File: src/hrg_pkg.sv
package hrg_pkg;

  localparam int unsigned RAW_BITS = 1;
  localparam int unsigned WORD_W = 16;
  localparam int unsigned FIFO_DEPTH = 8;
  localparam int unsigned STATE_W = 64;

  // Total-failure test: a run of identical raw bits two longer than this (34) is a dead source.
  localparam logic [7:0] STUCK_LIMIT = 8'h20;
  // Online test window and tolerated ones count band (monobit).
  localparam logic [7:0] WIN_LEN = 8'hff;
  localparam logic [7:0] ONES_LO = 8'h50;
  localparam logic [7:0] ONES_HI = 8'hb0;
  // Entropy estimator: transitions per window select the compression ratio.
  localparam logic [7:0] TRANS_GOOD = 8'h60;
  localparam logic [3:0] RATIO_LOW = 4'h2;
  localparam logic [3:0] RATIO_HIGH = 4'h4;
  // Compressed bits needed for the seed and for each output word.
  localparam logic [7:0] SEED_BITS = 8'h80;
  localparam logic [4:0] BYTE_BITS = 5'h08;
  localparam logic [4:0] HALF_BITS = 5'h10;

  localparam logic [STATE_W-1:0] STATE_RST = 64'h0;
  localparam logic [STATE_W-1:0] MIX_K = 64'h9e3779b97f4a7c15;

  typedef struct packed {
    logic wide;
    logic [WORD_W-1:0] data;
  } hrg_word_t;

  typedef enum logic [1:0] {
    ST_TEST,
    ST_SEED,
    ST_RUN,
    ST_FAIL
  } hrg_state_t;

endpackage

File: src/hrg_fifo.sv
`timescale 1ns/1ns
module hrg_fifo #(
  parameter int unsigned WIDTH = 17,
  parameter int unsigned DEPTH = 8
) (
  input wire logic clk,
  input wire logic rst_n,
  input wire logic flush,
  input wire logic [WIDTH-1:0] in_data,
  input wire logic in_valid,
  output logic in_ready,
  output logic [WIDTH-1:0] out_data,
  output logic out_valid,
  input wire logic out_ready
);
  localparam int unsigned AW = $clog2(DEPTH);

  logic [WIDTH-1:0] mem [DEPTH];
  logic [AW-1:0] wr_ptr;
  logic [AW-1:0] rd_ptr;
  logic [AW:0] count;

  wire push = in_valid && in_ready;
  wire pop = out_valid && out_ready;

  assign in_ready = (count != (AW+1)'(DEPTH));
  assign out_valid = (count != '0);
  assign out_data = mem[rd_ptr];

  always_ff @(posedge clk or negedge rst_n) begin
    if (!rst_n) begin
      wr_ptr <= '0;
      rd_ptr <= '0;
      count <= '0;
    end else if (flush) begin
      wr_ptr <= '0;
      rd_ptr <= '0;
      count <= '0;
    end else begin
      if (push) begin
        wr_ptr <= wr_ptr + 1'b1;
      end
      if (pop) begin
        rd_ptr <= rd_ptr + 1'b1;
      end
      count <= count + (AW+1)'(push) - (AW+1)'(pop);
    end
  end

  always_ff @(posedge clk) begin
    if (push) begin
      mem[wr_ptr] <= in_data;
    end
  end
endmodule

File: src/hrg_top.sv
// Behaviour
// Total-failure test runs from start; once failed, no output ever.
// Words built from raw bits after failure are discarded.
// Online test checks raw bits at startup and during operation.
// Output blocked until startup test and seeding complete, or on defect.
// Online test scans every raw bit, never sampling.
// Post-processor emits no more bits than it consumes.
// Post-processor is deterministic, with nonlinear update and output.
// Words delivered as 8 or 16 bits.
// Post-processor input comes only from the tested physical source.
// Raw bits compressed with ratio chosen by an entropy estimator.
// Compression ratio kept high enough for near-full entropy per byte.
// Valid accompanies each word and stays low while output is blocked.
`timescale 1ns/1ns
module hrg_top (
  input wire logic clk,
  input wire logic rst_n,
  input wire logic raw_bit,
  input wire logic raw_strobe,
  input wire logic wide_mode,
  output logic [hrg_pkg::WORD_W-1:0] rnd_data,
  output logic rnd_wide,
  output logic rnd_valid,
  input wire logic rnd_ready,
  output logic ready_state,
  output logic fail_total,
  output logic fail_online
);

  ////////////////////////////////////////
  // Synchronisers for the physical source pins.

  logic bit_s1;
  logic bit_s2;
  logic stb_s1;
  logic stb_s2;
  logic stb_s3;

  always_ff @(posedge clk or negedge rst_n) begin
    if (!rst_n) begin
      bit_s1 <= 1'b0;
      bit_s2 <= 1'b0;
      stb_s1 <= 1'b0;
      stb_s2 <= 1'b0;
      stb_s3 <= 1'b0;
    end else begin
      bit_s1 <= raw_bit;
      bit_s2 <= bit_s1;
      stb_s1 <= raw_strobe;
      stb_s2 <= stb_s1;
      stb_s3 <= stb_s2;
    end
  end

  wire raw_new = stb_s2 && !stb_s3;

  ////////////////////////////////////////
  // Total-failure and online tests on every raw bit.

  hrg_pkg::hrg_state_t state;
  hrg_pkg::hrg_state_t next_state;
  logic last_bit;
  logic [7:0] run_len;
  logic [7:0] win_cnt;
  logic [7:0] ones_cnt;
  logic [7:0] trans_cnt;
  logic [3:0] ratio;
  logic test_passed;

  wire same_bit = (bit_s2 == last_bit);
  wire stuck = raw_new && same_bit && (run_len >= hrg_pkg::STUCK_LIMIT);
  wire win_end = raw_new && (win_cnt == hrg_pkg::WIN_LEN);
  wire [8:0] ones_sum = {1'b0, ones_cnt} + {8'h00, bit_s2};
  wire ones_bad = (ones_sum < {1'b0, hrg_pkg::ONES_LO}) ||
                  (ones_sum > {1'b0, hrg_pkg::ONES_HI});
  wire online_bad = win_end && ones_bad;
  wire defect = stuck || online_bad || fail_total || fail_online;
  wire next_ratio_good = trans_cnt >= hrg_pkg::TRANS_GOOD;

  always_ff @(posedge clk or negedge rst_n) begin
    if (!rst_n) begin
      last_bit <= 1'b0;
      run_len <= 8'h00;
      win_cnt <= 8'h00;
      ones_cnt <= 8'h00;
      trans_cnt <= 8'h00;
      ratio <= hrg_pkg::RATIO_HIGH;
      test_passed <= 1'b0;
    end else if (raw_new) begin
      last_bit <= bit_s2;
      run_len <= same_bit ? run_len + 8'h01 : 8'h00;
      win_cnt <= win_end ? 8'h00 : win_cnt + 8'h01;
      ones_cnt <= win_end ? 8'h00 : ones_cnt + {7'h00, bit_s2};
      trans_cnt <= win_end ? 8'h00 : trans_cnt + {7'h00, !same_bit};
      if (win_end) begin
        ratio <= next_ratio_good ? hrg_pkg::RATIO_LOW
                                 : hrg_pkg::RATIO_HIGH;
        test_passed <= !ones_bad;
      end
    end
  end

  always_ff @(posedge clk or negedge rst_n) begin
    if (!rst_n) begin
      fail_total <= 1'b0;
      fail_online <= 1'b0;
    end else begin
      if (stuck) begin
        fail_total <= 1'b1;
      end
      if (online_bad) begin
        fail_online <= 1'b1;
      end
    end
  end

  ////////////////////////////////////////
  // Adaptive compression: XOR a number of raw bits into one output bit.

  logic [3:0] fold_cnt;
  logic fold_acc;
  wire fold_last = raw_new && (fold_cnt == ratio - 4'h1);
  wire comp_bit = fold_acc ^ bit_s2;
  wire comp_valid = fold_last && !defect;

  always_ff @(posedge clk or negedge rst_n) begin
    if (!rst_n) begin
      fold_cnt <= 4'h0;
      fold_acc <= 1'b0;
    end else if (raw_new) begin
      fold_cnt <= fold_last ? 4'h0 : fold_cnt + 4'h1;
      fold_acc <= fold_last ? 1'b0 : comp_bit;
    end
  end

  ////////////////////////////////////////
  // Deterministic post-processor, seeded and credited by compressed bits.

  logic [hrg_pkg::STATE_W-1:0] dstate;
  logic [7:0] seed_cnt;
  logic [4:0] credit;
  logic [hrg_pkg::WORD_W-1:0] acc;
  logic acc_wide;

  wire [4:0] need = wide_mode ? hrg_pkg::HALF_BITS : hrg_pkg::BYTE_BITS;
  wire [hrg_pkg::STATE_W-1:0] rot = {dstate[40:0], dstate[63:41]};
  wire [hrg_pkg::STATE_W-1:0] mixed = (rot ^ hrg_pkg::MIX_K) +
                                      (dstate & {dstate[62:0], comp_bit});
  wire [hrg_pkg::STATE_W-1:0] next_dstate = mixed ^
                                            {63'h0, comp_bit & comp_valid};
  wire [hrg_pkg::WORD_W-1:0] out_fn = dstate[63:48] ^ dstate[31:16] ^
                                      (dstate[47:32] & dstate[15:0]);
  wire credit_full = credit >= need;
  wire fifo_in_ready;
  wire make_word = (state == hrg_pkg::ST_RUN) && credit_full &&
                   fifo_in_ready && !defect;
  wire seed_done = seed_cnt >= hrg_pkg::SEED_BITS;
  wire run_bit = comp_valid && (state == hrg_pkg::ST_RUN);

  always_ff @(posedge clk or negedge rst_n) begin
    if (!rst_n) begin
      dstate <= hrg_pkg::STATE_RST;
      seed_cnt <= 8'h00;
      credit <= 5'h00;
    end else begin
      if (comp_valid || make_word) begin
        dstate <= next_dstate;
      end
      if (comp_valid && state == hrg_pkg::ST_SEED && !seed_done) begin
        seed_cnt <= seed_cnt + 8'h01;
      end
      if (make_word) begin
        credit <= credit - need + {4'h0, comp_valid};
      end else if (run_bit && !credit_full) begin
        credit <= credit + 5'h01;
      end
    end
  end

  assign acc = wide_mode ? out_fn : {8'h00, out_fn[7:0]};
  assign acc_wide = wide_mode;

  ////////////////////////////////////////
  // Sequencing: test, seed, run, fail.

  always_comb begin
    next_state = state;
    unique case (state)
      hrg_pkg::ST_TEST: begin
        if (test_passed) begin
          next_state = hrg_pkg::ST_SEED;
        end
      end
      hrg_pkg::ST_SEED: begin
        if (seed_done) begin
          next_state = hrg_pkg::ST_RUN;
        end
      end
      hrg_pkg::ST_RUN: begin
        next_state = hrg_pkg::ST_RUN;
      end
      hrg_pkg::ST_FAIL: begin
        next_state = hrg_pkg::ST_FAIL;
      end
    endcase
    if (defect) begin
      next_state = hrg_pkg::ST_FAIL;
    end
  end

  always_ff @(posedge clk or negedge rst_n) begin
    if (!rst_n) begin
      state <= hrg_pkg::ST_TEST;
      ready_state <= 1'b0;
    end else begin
      state <= next_state;
      ready_state <= (next_state == hrg_pkg::ST_RUN);
    end
  end

  ////////////////////////////////////////
  // Output buffer and registered consumer port.

  hrg_pkg::hrg_word_t fifo_in;
  hrg_pkg::hrg_word_t fifo_out;
  wire fifo_out_valid;
  wire take = fifo_out_valid && (!rnd_valid || rnd_ready) && !defect;

  assign fifo_in = '{wide: acc_wide, data: acc};

  hrg_fifo #(
    .WIDTH($bits(hrg_pkg::hrg_word_t)),
    .DEPTH(hrg_pkg::FIFO_DEPTH)
  ) u_fifo (
    .clk(clk),
    .rst_n(rst_n),
    .flush(defect),
    .in_data(fifo_in),
    .in_valid(make_word),
    .in_ready(fifo_in_ready),
    .out_data(fifo_out),
    .out_valid(fifo_out_valid),
    .out_ready(take)
  );

  always_ff @(posedge clk or negedge rst_n) begin
    if (!rst_n) begin
      rnd_valid <= 1'b0;
      rnd_data <= '0;
      rnd_wide <= 1'b0;
    end else if (defect) begin
      rnd_valid <= 1'b0;
      rnd_data <= '0;
    end else if (take) begin
      rnd_valid <= 1'b1;
      rnd_data <= fifo_out.data;
      rnd_wide <= fifo_out.wide;
    end else if (rnd_ready) begin
      rnd_valid <= 1'b0;
    end
  end
endmodule

File: config.mk
export PLATFORM = sky130hd
export DESIGN_NAME = hrg_top
export DESIGN_NICKNAME = d
export VERILOG_FILES = /design/src/hrg_pkg.sv /design/src/hrg_fifo.sv /design/src/hrg_top.sv
export SDC_FILE = /design/constraint.sdc
export NUM_CORES = 1
export LEC_CHECK = 0
export BUFFER_PORTS_ARGS = -buffer_cell sky130_fd_sc_hd__buf_2
export CAP_MARGIN = 40
export CORE_MARGIN = 1
export CORE_UTILIZATION = 46
export CTS_CLUSTER_DIAMETER = 60
export DETAILED_ROUTE_END_ITERATION = 6
export REMOVE_ABC_BUFFERS = 1
export SYNTH_ARGS = -nofsm -noshare
export SYNTH_HDL_FRONTEND = slang
export SYNTH_SLANG_ARGS = --single-unit
File: constraint.sdc
create_clock -name clk -period 6.7 [get_ports clk]
set_input_delay 0.335 -clock clk [delete_from_list [all_inputs] [get_ports clk]]
set_output_delay 0.335 -clock clk [all_outputs]
set_load 0.02 [all_outputs]
# --- Word level (Yosys, flattened, before mapping) ---
# Memory sizes are Yosys's and may differ from the RTL's.
# Cells that the tools add are included.
# W data, S select, Z words.
word_totals:
  register_bits: 158
  wordCells: 134
  ram_bits: 136
  memories: 1
  output_inout_bits: 21
  inputBits: 6
classes:
  n_mux: 27
  eq_ne: 8
  n_reduce_logical: 40
  n_lt_le_gt_ge: 6
  n_bitwise: 9
  n_addsub: 16
memory_table:
  columns: ["memory", "words", "word_bits", "rd", "rd_clocked_by_memory_dff", "wr", "line", "rtl"]
  rows:
  - ["u_fifo.mem", 8, 17, 1, 0, 1, "hrg_fifo.sv:18", "logic [WIDTH-1:0] mem [DEPTH];"]
op_table:
  columns: ["op", "count"]
  rows:
  - ["$add A64 B64 Y64", 1]
  - ["$and A64 B64 Y64", 1]
  - ["$xor A64 B1 Y64", 1]
  - ["$mux W16", 3]
  - ["$not A38 Y38", 1]
  - ["$mux W8", 4]
  - ["$xor A16 B16 Y16", 2]
  - ["$add A8 B1 Y8 const B", 3]
  - ["$logic_and A1 B1 Y1", 18]
  - ["$add A8 B1 Y8", 2]
  - ["$and A16 B16 Y16", 1]
  - ["$mux W3", 5]
  - ["$mux W5", 3]
  - ["$add A8 B1 Y9", 1]
  - ["$gt A9 B8 Y1 const B", 1]
  - ["$lt A9 B7 Y1 const B", 1]
  - ["$eq A8 B8 Y1 const B", 1]
  - ["$ge A8 B6 Y1 const B", 1]
  - ["$ge A8 B7 Y1 const B", 1]
  - ["$ge A8 B8 Y1 const B", 1]
  - ["$mux W4", 2]
  - ["$pmux W2 S4", 1]
  - ["$reduce_bool A2 Y1", 4]
  - ["$logic_not A1 Y1", 7]
  - ["other kinds (24)", 40]

# --- Logic depth before layout (Yosys ltp) ---
# Gate-level depths: netlist of the first run.
logic_depth:
  word_depth: 13
  depth_mapped: 20
  depth_no_buf: 19

# --- Modules after synthesis ---
# A second synthesis of the first run with hierarchy kept.
hier_totals:
  cells_unflattened: 1623
  hier_area_um2: 16931.2
by_module_without_submodules:
  columns: ["mod", "instances", "cells_per_inst", "area_per_inst_um2", "seq_area_each_um2"]
  rows:
  - ["hrg_top", 1, 1351, 11050.6, 3654.8]
  - ["hrg_fifo", 1, 272, 5880.6, 4334.2]

# --- Least setup slack after synthesis of the first run ---
# OpenSTA, ideal clock, no wires.
synth_timing:
  path_kind: "register to register"
  startpoint: "reg bit_s2"
  endpoint: "mem u_fifo.mem[4][0] (enable)"
  required_time_ps: 6284
  slack_ps: 2433
  path_buffers: 0
  period_less_slack_ps: 4267
  stages_incl_launch_ff: 10
  arrival_time_ps: 3851
  cell_sequence: "dfrtp_1 -> ha_1 -> ha_1 -> or3_1 -> a211oi_1 -> o31ai_1 -> a221oi_2 -> o211ai_4 -> or3_1 -> nor3b_1"
synth_via:
  elab_chain_len: 12
  word_cells_on_any_way: 16
  classes_between: "1 x add/sub; 2 x order compare; 1 x eq/ne; 2 x mux; 10 x reduce/logical"
synth_lines:
  columns: ["element", "line", "rtl"]
  rows:
  - ["from (decl)", "hrg_top.sv:34", "logic bit_s2;"]
  - ["from (signal assigned)", "hrg_top.sv:48", "bit_s2 <= bit_s1;"]
  - ["$add A8 B1 Y9", "hrg_top.sv:73", "wire [8:0] ones_sum = {1'b0, ones_cnt} + {8'h00, bit_s2};"]
  - ["$lt A9 B7 Y1 / $gt A9 B8 Y1 (equally long branches)", "hrg_top.sv:74, hrg_top.sv:75", null]
  - ["$logic_or A1 B1 Y1", "hrg_top.sv:74", "wire ones_bad = (ones_sum < {1'b0, hrg_pkg::ONES_LO}) ||"]
  - ["$logic_and A1 B1 Y1", "hrg_top.sv:76", "wire online_bad = win_end && ones_bad;"]
  - ["$logic_or A1 B1 Y1 (*) (3 in a row)", "hrg_top.sv:77", "wire defect = stuck || online_bad || fail_total || fail_online;"]
  - ["$logic_not A1 Y1 (*)", "hrg_top.sv:156", "fifo_in_ready && !defect;"]
  - ["$logic_and A1 B1 Y1 (*)", "hrg_top.sv:156", null]
  - ["$logic_and A1 B1 Y1 (*)", "hrg_fifo.sv:23", "wire push = in_valid && in_ready;"]
  - ["$mux W1 (*)", "hrg_fifo.sv:51", "if (push) begin"]
  - ["$mux W1 (not written as such) (*)", "hrg_fifo.sv:52", "mem[wr_ptr] <= in_data;"]
  - ["to (decl)", "hrg_fifo.sv:18", null]
# Every way passes the cells marked *; elsewhere a longest branch is shown, timed or not.

# --- Worst setup path after layout of the first run ---
layout_timing:
  startpoint: "reg bit_s2"
  endpoint: "reg dstate[11] in the netlist's numbering"
layout_via:
  elab_chain_len: 10
  word_cells_on_any_way: 19
  classes_between: "2 x add/sub; 2 x order compare; 1 x eq/ne; 3 x bitwise; 11 x reduce/logical"
layout_lines:
  columns: ["element", "line", "rtl"]
  rows:
  - ["$add A8 B1 Y9", "hrg_top.sv:73", null]
  - ["$lt A9 B7 Y1 / $gt A9 B8 Y1 (equally long branches)", "hrg_top.sv:74, hrg_top.sv:75", null]
  - ["$logic_or A1 B1 Y1", "hrg_top.sv:74", null]
  - ["$logic_and A1 B1 Y1", "hrg_top.sv:76", null]
  - ["$logic_or A1 B1 Y1 (3 in a row)", "hrg_top.sv:77", null]
  - ["$logic_not A1 Y1", "hrg_top.sv:124, hrg_top.sv:156", null]
  - ["$logic_and A1 B1 Y1, on equally long branches", "hrg_top.sv:124, hrg_top.sv:156", null]
  - ["$logic_or A1 B1 Y1", "hrg_top.sv:166", "if (comp_valid || make_word) begin"]
  - ["to (signal assigned)", "hrg_top.sv:162", "dstate <= hrg_pkg::STATE_RST;"]
  - ["to (signal assigned)", "hrg_top.sv:167", "dstate <= next_dstate;"]
  - ["to (decl)", "hrg_top.sv:139", "logic [hrg_pkg::STATE_W-1:0] dstate;"]
# Several ways; a longest one is shown, not always the timed one.
# A chain may end at the register's enable or synchronous reset.

==> metrics.md, run 1 <==
| Metric | Value |
|---|---|
| Status | `finished, violations left` |
| Failing checks | `design-rule violations` |
| Num Clock Sinks | `292` |
| Setup ws final | `2530 ps` |
| Core box area | `35800 µm²` |
| Synthesized area per cell | `10.3 µm²` |
| Worst stage delay on the critical path | `750 ps` |
| Startpoint type of the worst setup path | `flop` |
| Clock Latency Late Sink | `560 ps` |
| Register bit count reported by yosys | `292` |
| Die H | `193 µm` |
| Vias per cell | `5.74` |
| Syn-to-layout area delta | `11.8%` |
| Die area | `37400 µm²` |
| # DRC | `2` |
| Drt first pass iters | `7` |
| Layout cell share with drive strength beyond 1 | `0.107` |
| Die X | `193 µm` |
| Worst Skew | `30.0 ps` |
| Post-synthesis sequential area ratio | `0.474` |
| CTS tree | `built` |
| Req. time, crit path | `7090 ps` |
| Fin Setup TNS | `0 ps` |
| CP Class | `reg -> reg` |
| CTS H-Tree Depth | `2` |
| Combinational power share | `0.506` |
| Hold Path Class | `in -> reg` |
| Largest net degree at the start of global routing | `70` |
| Place WS | `2530 ps` |
| Clock Power Share | `0.213` |
| Num CTS Buffers | `39` |
| Buffers on Ports | `26` |
| Setup violators final | `0` |
| Post-synth EDFFs | `136` |
| Synth unique cells | `90` |
| Cell area power density | `520 nW/µm²` |
| GPL Wtd Cong | `1.01` |
| Avg WL per Cell | `19.7 µm` |
| First-pass GRT wire length | `67400 µm` |
| # resized after CTS | `0` |
| # fillers | `3148` |
| RSZ-0062 raised after global routing | `false` |
| Fin crit period | `4170 ps` |
| FMAX | `240 MHz` |
| Crit path arrival time | `4560 ps` |
| Initial antenna violation count | `2` |
| Total power | `9.80 mW` |
| Net count reported at finish | `1752` |
| Async SR Flop Fraction | `0.534` |
| Post-Synthesis Cells | `1631` |
| Root buffer cell | `clkbuf_16` |
| CP Capture Type | `flop` |
| Critical path, cell by cell | `ha_1 -> ha_1 -> and3_1 -> nor2_1 -> o21ai_0 -> a221oi_1 -> a221oi_2 -> o211ai_4 -> buf_4 -> a21o_2 -> buf_4 -> o21ai_0` |
| Slew HR | `0.399` |
| Peak VDD IR | `0.336 mV` |
| Fin crit share | `0.623` |
| Slew @ Worst Pin | `896 ps` |
| Max-slew violation count | `0` |
| Global route total overflow | `0` |
| P_sw | `4.20 mW` |
| Vias | `12300` |
| Post-Syn Area | `16900 µm²` |
| Max Root-Sink Buffers | `3` |
| Delay-heaviest family, CP | `compound AO/OA/AOI/OAI gates` |
| I/O pin total | `27` |
| Rows | `69` |
| Total GRT Usage | `0.232` |
| Max Cap Viol | `0` |
| Sw frac | `0.429` |
| Int Power | `5.59 mW` |
| Iter 0 DRT Violations | `928` |
| Final Hold Viols | `0` |
| Dpl hpwl | `30400 µm` |
| Reg clk slew, reported paths | `60 ps` |
| DRT antenna net count | `0` |
| Critical path buffers and inverters | `2` |
| Leakage Power | `7.83 nW` |
| YS warnings | `0` |
| Initial core utilization | `0.470` |
| Max stage delay cell, worst path | `a21o_2` |
| Vias in the first global route | `11900` |
| Total wire length | `42300 µm` |
| Flop pwr share | `0.281` |
| Top_reg_cell synth | `dfrtp_1` |
| CP Max Fanout | `55` |
## what timing repair did
item | in CTS | in global routing
buffers inserted | 0 | 0
hold buffers | 3 | 0
endpoints found under the hold margin | 41 | 0
## cells by family after synthesis
group / count (synthesis) / share of synthesized area
fa+ha+maj: 96 / 0.0722
buf+inv: 157 / 0.0370
flops: 292 / 0.474
mux: 55 / 0.0584
simple gates: 518 / 0.143
compound gates: 400 / 0.157
xor+xnor: 113 / 0.0587
## per-layer routing
| layer | GRT usage | share of wire | vias to the layer above |
|---|---|---|---|
| li1 | - | - | 5927 |
| met1 | 0.317 | 0.45 | 5935 |
| met2 | 0.360 | 0.45 | 352 |
| met3 | 0.0453 | 0.063 | 89 |
| met4 | 0.0975 | 0.037 | 0 |
| met5 | 0 | 0 | - |
## layout make-up
class	count	area (µm²)	share of cell area
inverter	86	323	0.0171
timing repair buffer	49	362	0.0192
antenna	2	5.00	0.000266
sequential	292	7990	0.424
multi-input combinational	1182	8290	0.440
tap	461	577	0.0306
clock buffer	50	1050	0.0556
clock inverter	21	253	0.0134
## worst paths after layout
path	slack (ps)	start	end	depth (start not counted)
setup / recovery	2530	bit_s2	dstate[11]	12
hold / removal	100	wide_mode	u_fifo.mem[0][16]	1
setup reg to reg	2530	bit_s2	dstate[11]	12
hold reg to reg	350	stb_s1	stb_s2	0
max in group asynchronous	4980	rst_n	dstate[32]	4
min in group asynchronous	200	rst_n	rnd_valid	2
## cells in the final DEF, fill, tap and decap left out, types with 45 or more instances in the layout
master,n
nand2_1,194
dfrtp_1,154
edfxtp_1,136
nor2_1,133
o21ai_0,118
ha_1,94
inv_1,85
a21oi_1,83
xnor2_1,72
and2_1,45
## registers in the layout, summed over array words and instances, names as in the netlist, 2 cells and up
signal / count
ones_cnt: 8
u_fifo.wr_ptr: 3
ratio: 2
u_fifo.mem: 136
win_cnt: 8
run_len: 8
state: 2
seed_cnt: 8
dstate: 64
rnd_data: 16
trans_cnt: 8
fold_cnt: 4
u_fifo.rd_ptr: 3
credit: 5
u_fifo.count: 4
## synthesized netlist by cell type (27+ instances only)
master / instances / share of area
a211oi_1: 27 / 0.012
a21o_1: 43 / 0.019
a21oi_1: 83 / 0.025
and2_1: 45 / 0.017
clkbuf_1: 55 / 0.012
dfrtp_1: 155 / 0.23
edfxtp_1: 136 / 0.24
ha_1: 94 / 0.070
inv_1: 85 / 0.019
mux4_2: 34 / 0.045
nand2_1: 194 / 0.043
nand3_1: 30 / 0.0089
nand4_1: 30 / 0.011
nor2_1: 134 / 0.030
o21ai_0: 118 / 0.035
xnor2_1: 72 / 0.037
xor2_1: 41 / 0.021
## stage by stage
step | instances | instance area (µm²) | util | hold slack (ps)
2_1_floorplan | 1560 | 16600 | - | 39.4
3_3_place_gp | 2062 | 17400 | 0.487 | 334
3_5_place_dp | 2067 | 17500 | 0.489 | 217
4_1_cts | 2141 | 18800 | 0.526 | 86.7
5_1_grt | 2141 | 18800 | 0.526 | 111
6_report | 2143 | 18800 | 0.526 | 100
## power groups by stage
| stage | logic, mW | registers, mW | clock network (mW) |
|---|---|---|---|
| global placement | 4.82 | 2.80 | 0 |
| floorplan | 3.57 | 2.74 | 0 |
| CTS | 4.91 | 2.75 | 2.13 |
| finish | 4.95 | 2.76 | 2.09 |
| global route | 5.50 | 2.79 | 2.20 |
| detailed placement | 4.88 | 2.78 | 0 |
Power figures use the tool's default switching activity.
==> inputs of run 2 (changes only) <==
- clock period: 6.7 -> 3.75 ns (I/O delays scaled with it)
==> run 2 against run 1 <==
Against the previous run:
- the run still ends with design-rule violations left
- first-iteration DRC count fell by 8.4%
- wire length rose by 6.2%
- sequential share of layout area fell by 1.4 points
- sequential cell count did not move
- combinational power rose by 94%
- clock power rose by 70%
- clock skew fell by 11 ps
- clock-buffer cell count fell by 3
- register-to-register slack got worse by 2400 ps
- die area did not move
- highest routed layer is now met5
==> metrics.md, run 2 (synthesis results as in run 1) <==
| Metric | Value |
|---|---|
| Failing checks | `design-rule violations` |
| Largest register FFs | `136` |
| Num CTS Buffers | `37` |
| Initial antenna violation count | `1` |
| Die area | `37400 µm²` |
| Dpl hpwl | `33400 µm` |
| Biggest regs | `u_fifo.mem (136), dstate (64), rnd_data (16)` |
| Core box area | `35800 µm²` |
| Largest net degree at the start of global routing | `81` |
| Vias per cell | `5.75` |
| Num Clock Sinks | `292` |
| Combinational power share | `0.533` |
| Total wire length | `44900 µm` |
| Leakage Power | `8.17 nW` |
| Final Hold Viols | `0` |
| Worst Skew | `19.1 ps` |
| Peak VDD IR | `0.535 mV` |
| Sw frac | `0.434` |
| Flop pwr share | `0.269` |
| Cell area power density | `923 nW/µm²` |
| Max-slew violation count | `0` |
| Die H | `193 µm` |
| Biggest register | `u_fifo.mem` |
| DRT antenna net count | `0` |
| CP Max Fanout | `5` |
| Iter 0 DRT Violations | `850` |
| Slew @ Worst Pin | `782 ps` |
| Drt first pass iters | `7` |
| Syn-to-layout area delta | `15.7%` |
| Root buffer cell | `clkbuf_16` |
| Layout cell share with drive strength beyond 1 | `0.152` |
| Hold Path Class | `in -> async` |
| Global route total overflow | `0` |
| Slew HR | `0.479` |
| Fin crit share | `0.967` |
| Status | `finished, violations left` |
| Diodes inserted | `0` |
| Clock Power Share | `0.198` |
| First-pass GRT wire length | `71200 µm` |
| Max Cap Viol | `0` |
| Most common cell after layout, fill and taps aside | `nand2_1` |
| Initial core utilization | `0.470` |
| CTS H-Tree Depth | `2` |
| Commonest non-fill, non-tap cells in the layout | `nand2_1, dfrtp_1, edfxtp_1, nor2_1, o21ai_0` |
| # fillers | `3135` |
| # DRC | `2` |
| Vias | `12700` |
| Die X | `193 µm` |
| Reg clk slew, reported paths | `60 ps` |
| Fin crit period | `3630 ps` |
| Vias in the first global route | `12500` |
| Startpoint type of the worst setup path | `flop` |
| Req. time, crit path | `4170 ps` |
| Buffers on Ports | `26` |
| P_sw | `7.82 mW` |
| Setup ws final | `124 ps` |
| Rows | `69` |
| Avg WL per Cell | `20.3 µm` |
| RSZ-0062 raised after global routing | `true` |
| Total GRT Usage | `0.244` |
| Crit path arrival time | `4050 ps` |
| GPL Wtd Cong | `0.957` |
| Max Root-Sink Buffers | `3` |
| Net count reported at finish | `1826` |
| Total power | `18.0 mW` |
| CP Capture Type | `flop` |
| Place WS | `-23.0 ps` |
| CTS tree | `built` |
| FMAX | `276 MHz` |
| Int Power | `10.2 mW` |
| I/O pin total | `27` |
| Util after Layout | `0.544` |
| Setup violators final | `0` |
| CP Class | `reg -> reg` |
| Clock Latency Late Sink | `540 ps` |
==> run 2: changes by cell type in the layout (fill, tap and decap cells not counted), sizes merged, moves of 2 or more <==
cell and change:
buf +74, dlygate4sd3 +2, clkbuf -3, diode -2, clkinv +4, clkinvlp -2
==> run 2: layout make-up <==
class                      instances  area [µm²]  share of cell area
clock buffer                      47        1000              0.0515
clock inverter                    21         220              0.0113
inverter                          86         323              0.0166
multi-input combinational       1182        8400               0.431
sequential                       292        7990               0.410
tap                              461         577              0.0296
timing repair buffer             125         987              0.0506
==> run 2: worst paths after layout <==
path	depth (start not counted)	endpoint	slack (ps)	from
min in group clk	2	bit_s1	300	raw_bit
setup reg to reg	22	credit[4]	120	bit_s2
max in group asynchronous	3	u_fifo.rd_ptr[0]	2650	rst_n
hold / removal	2	seed_cnt[6]	250	rst_n
hold reg to reg	0	stb_s2	350	stb_s1
setup / recovery	22	credit[4]	120	bit_s2
==> run 2: worst max-delay path, cell delays in order (launching register included) <==
cell       delay (ps)
dfrtp_1           390
buf_4             150
ha_1              210
buf_4             150
and4_1            220
and2_4            170
nand2_1            80
mux2_4            310
a221oi_2          210
buf_4             170
o211ai_4           80
buf_4             180
nor2_4             90
ha_2              180
inv_1              40
ha_1              190
nor2_1            110
nor2_1             50
nor2_1             80
nor2_1             60
xnor2_1           150
a2bb2oi_1          80
o22a_1            180
==> run 2: per-layer routing <==
layer,part of all wire,global-route usage,up-vias
met2,0.46,0.388,354
met5,0.00033,0,-
li1,-,-,6064
met1,0.45,0.336,6221
met4,0.033,0.0898,2
met3,0.055,0.0420,81
==> run 2: power groups by stage <==
stage	Clock [mW]	Combinational, mW	Sequential [mW]
after CTS	3.64	9.35	4.84
after global routing	3.77	10.5	4.91
final	3.56	9.60	4.84
after detailed placement	0	9.29	4.89
after floorplan	0	6.37	4.89
after global placement	0	9.16	4.92
==> run 2: through the flow <==
stage	hold slack [ps]	cell area (µm²)	std cells	setup TNS (ps)
finish	249	19500	2214	0
global route	283	19500	2214	-375
CTS	275	19300	2207	0
detailed placement	290	18000	2133	-361
global placement	295	18000	2131	0
floorplan	-108	16600	1560	-103820
==> run 2: repair_timing <==
| action | CTS | global route |
|---|---|---|
| cloned | 0 | 1 |
| buffers inserted | 1 | 6 |
| setup endpoints to repair | 19 | 188 |
| resized for setup | 1 | 33 |
| hold buffers | 5 | 0 |
| pin swaps | 2 | 16 |
| hold endpoints to repair | 88 | 0 |
==> inputs of run 3 (changes only) <==
- CAP_MARGIN: 40 -> 30
- PLACE_DENSITY: unset -> 0.67
==> run 3 against run 2 <==
Against the previous run:
- the flow still finishes with violations (design-rule violations)
- critical path type unchanged
- die area unchanged
- critical path depth down 6
- register-to-register slack worse by 80 ps
- final cell count down 0.90%
- largest power group unchanged
- clock power down 2%
==> metrics.md, run 3 (synthesis results as in run 1) <==
| Metric | Value |
|---|---|
| Die H | `193 µm` |
| Met1 Wirelength | `19200 µm` |
| CTS tree | `built` |
| Biggest register | `u_fifo.mem` |
| Fin crit period | `3700 ps` |
| Drt first pass iters | `7` |
| Crit path arrival time | `4150 ps` |
| Root buffer cell | `clkbuf_16` |
| Setup violators final | `0` |
| Met2 wire len | `19100 µm` |
| RSZ-0062 raised after global routing | `true` |
| Slew @ Worst Pin | `881 ps` |
| DR top layer | `met4` |
| Worst Setup EP | `dstate[52]` |
| Vias | `12700` |
| First-pass GRT wire length | `67500 µm` |
| Critical path buffers and inverters | `2` |
| Net count reported at finish | `1807` |
| # fillers | `3060` |
| Max Cap Viol | `0` |
| Sequential Area | `7990 µm²` |
| Largest net degree at the start of global routing | `92` |
| Largest register FFs | `136` |
| Critical path, cell by cell | `xor2_2 -> and2_1 -> ha_2 -> inv_2 -> fa_2 -> and2b_1 -> o2111ai_2 -> a21oi_2 -> o21bai_2 -> a2111oi_4 -> o21ai_2 -> a2111oi_4 -> buf_6 -> o21ai_1 -> nor3b_1 -> o31ai_1` |
| Total GRT Usage | `0.228` |
| Delay-heaviest family, CP | `compound AO/OA/AOI/OAI gates` |
| FMAX | `270 MHz` |
| Area post-placement | `17900 µm²` |
| Max stage delay cell, worst path | `dfrtp_1` |
| Total wire length | `42800 µm` |
| Worst Skew | `29.0 ps` |
| Multi-input gate area | `8420 µm²` |
| R2r setup slk | `50 ps` |
| CP startpoint | `bit_s2` |
| Global route total overflow | `0` |
| DRT antenna net count | `0` |
| Cell area power density | `913 nW/µm²` |
| Levels on crit path | `16` |
| Startpoint type of the worst setup path | `flop` |
| Avg WL per Cell | `19.5 µm` |
| Num CTS Buffers | `36` |
| Vias per cell | `5.79` |
| Rows | `69` |
| CP Class | `reg -> reg` |
| Place WS | `-80.4 ps` |
| CP Capture Type | `flop` |
| Worst stage delay on the critical path | `400 ps` |
| Biggest regs | `u_fifo.mem (136), dstate (64), rnd_data (16)` |
| Layout cell share with drive strength beyond 1 | `0.145` |
| DR WL met3 | `2580 µm` |
| Die X | `193 µm` |
| Vias in the first global route | `12200` |
| Fin crit share | `0.987` |
| Commonest non-fill, non-tap cells in the layout | `nand2_1, dfrtp_1, edfxtp_1, nor2_1, o21ai_0` |
| Combinational power share | `0.528` |
| Hold Path Class | `in -> reg` |
| CP Max Fanout | `6` |
| Iter 0 DRT Violations | `986` |
| P_sw | `7.66 mW` |
| Flop pwr share | `0.274` |
| Sw frac | `0.433` |
| Core box area | `35800 µm²` |
| Initial antenna violation count | `0` |
| Buffers on Ports | `26` |
| Die area | `37400 µm²` |
| Max-slew violation count | `0` |
| Num Clock Sinks | `292` |
| Top cell by count, worst path | `a2111oi_4` |
| GPL Wtd Cong | `0.961` |
| Status | `finished, violations left` |
| Int Power | `10.0 mW` |
| Design Area, Final | `19400 µm²` |
| Reg clk slew, reported paths | `60 ps` |
| Clock Power Share | `0.198` |
| Reg-to-reg critical path endpoint | `dstate[52]` |
| CTS H-Tree Depth | `2` |
| Util after Layout | `0.540` |
| Worst R2R Start | `bit_s2` |
| Dpl hpwl | `30900 µm` |
| Failing checks | `design-rule violations` |
| Syn-to-layout area delta | `14.9%` |
| Setup ws final | `48.4 ps` |
| Clock Latency Late Sink | `550 ps` |
| # DRC | `4` |
| Leakage Power | `8.07 nW` |
| I/O pin total | `27` |
| Worst R2R Path Depth | `16` |
| Initial core utilization | `0.470` |
| Most common cell after layout, fill and taps aside | `nand2_1` |
| Max Root-Sink Buffers | `3` |
| Slew HR | `0.413` |
| Fin Hold WS | `9.02 ps` |
| Diodes inserted | `0` |
| Final Hold Viols | `0` |
| Peak VDD IR | `0.467 mV` |
| Req. time, crit path | `4200 ps` |
run 3: power by group through the flow:
stage	Sequential (mW)	Clock [mW]	Combinational, mW
2_1_floorplan	4.89	0	6.37
4_1_cts	4.83	3.56	9.08
3_5_place_dp	4.89	0	9.01
5_1_grt	4.89	3.69	10.2
3_3_place_gp	4.91	0	8.85
6_report	4.85	3.49	9.33
run 3: worst min path at each step:
stage	start	slack, ps	depth (start not counted)	endpoint
2_1_floorplan	rst_n	-110	0	bit_s1
3_3_place_gp	raw_strobe	300	1	stb_s1
3_5_place_dp	raw_strobe	300	1	stb_s1
4_1_cts	rnd_ready	2	3	rnd_valid
5_1_grt	rnd_ready	20	3	rnd_valid
6_report	rnd_ready	9	3	rnd_valid
run 3: worst min-delay path, cell delays in order:
cell	delay [ps]
buf_2	70
nand2b_1	130
a31oi_1	100
run 3: layout make-up:
class                      count  area share
timing repair buffer         106      0.0443
tap                          461      0.0298
multi-input combinational   1183       0.435
clock buffer                  45      0.0498
sequential                   292       0.413
inverter                      86      0.0167
clock inverter                21      0.0120
run 3: metal layers:
metal / track usage / vias to the layer above
met3: 0.0302 / 113
li1: - / 6034
met4: 0.0933 / 0
met2: 0.360 / 408
met5: 0 / -
met1: 0.318 / 6145
run 3: repair_timing:
| action | 4_1_cts | 5_1_grt |
|---|---|---|
| cloned | 0 | 1 |
| hold buffers | 4 | 0 |
| resized for setup | 3 | 25 |
| setup endpoints to repair | 23 | 141 |
| endpoints found under the hold margin | 100 | 0 |
| buffers inserted | 0 | 9 |
| pin swaps | 3 | 22 |
run 3: metrics by stage:
| step | power, mW | instances | TNS, ps |
|---|---|---|---|
| final | 17.7 | 2194 | 0 |
| after global routing | 18.8 | 2194 | -791 |
| after CTS | 17.5 | 2184 | 0 |
| after detailed placement | 13.9 | 2114 | -303 |
| after global placement | 13.8 | 2112 | 0 |
| after floorplan | 11.3 | 1560 | -103820 |
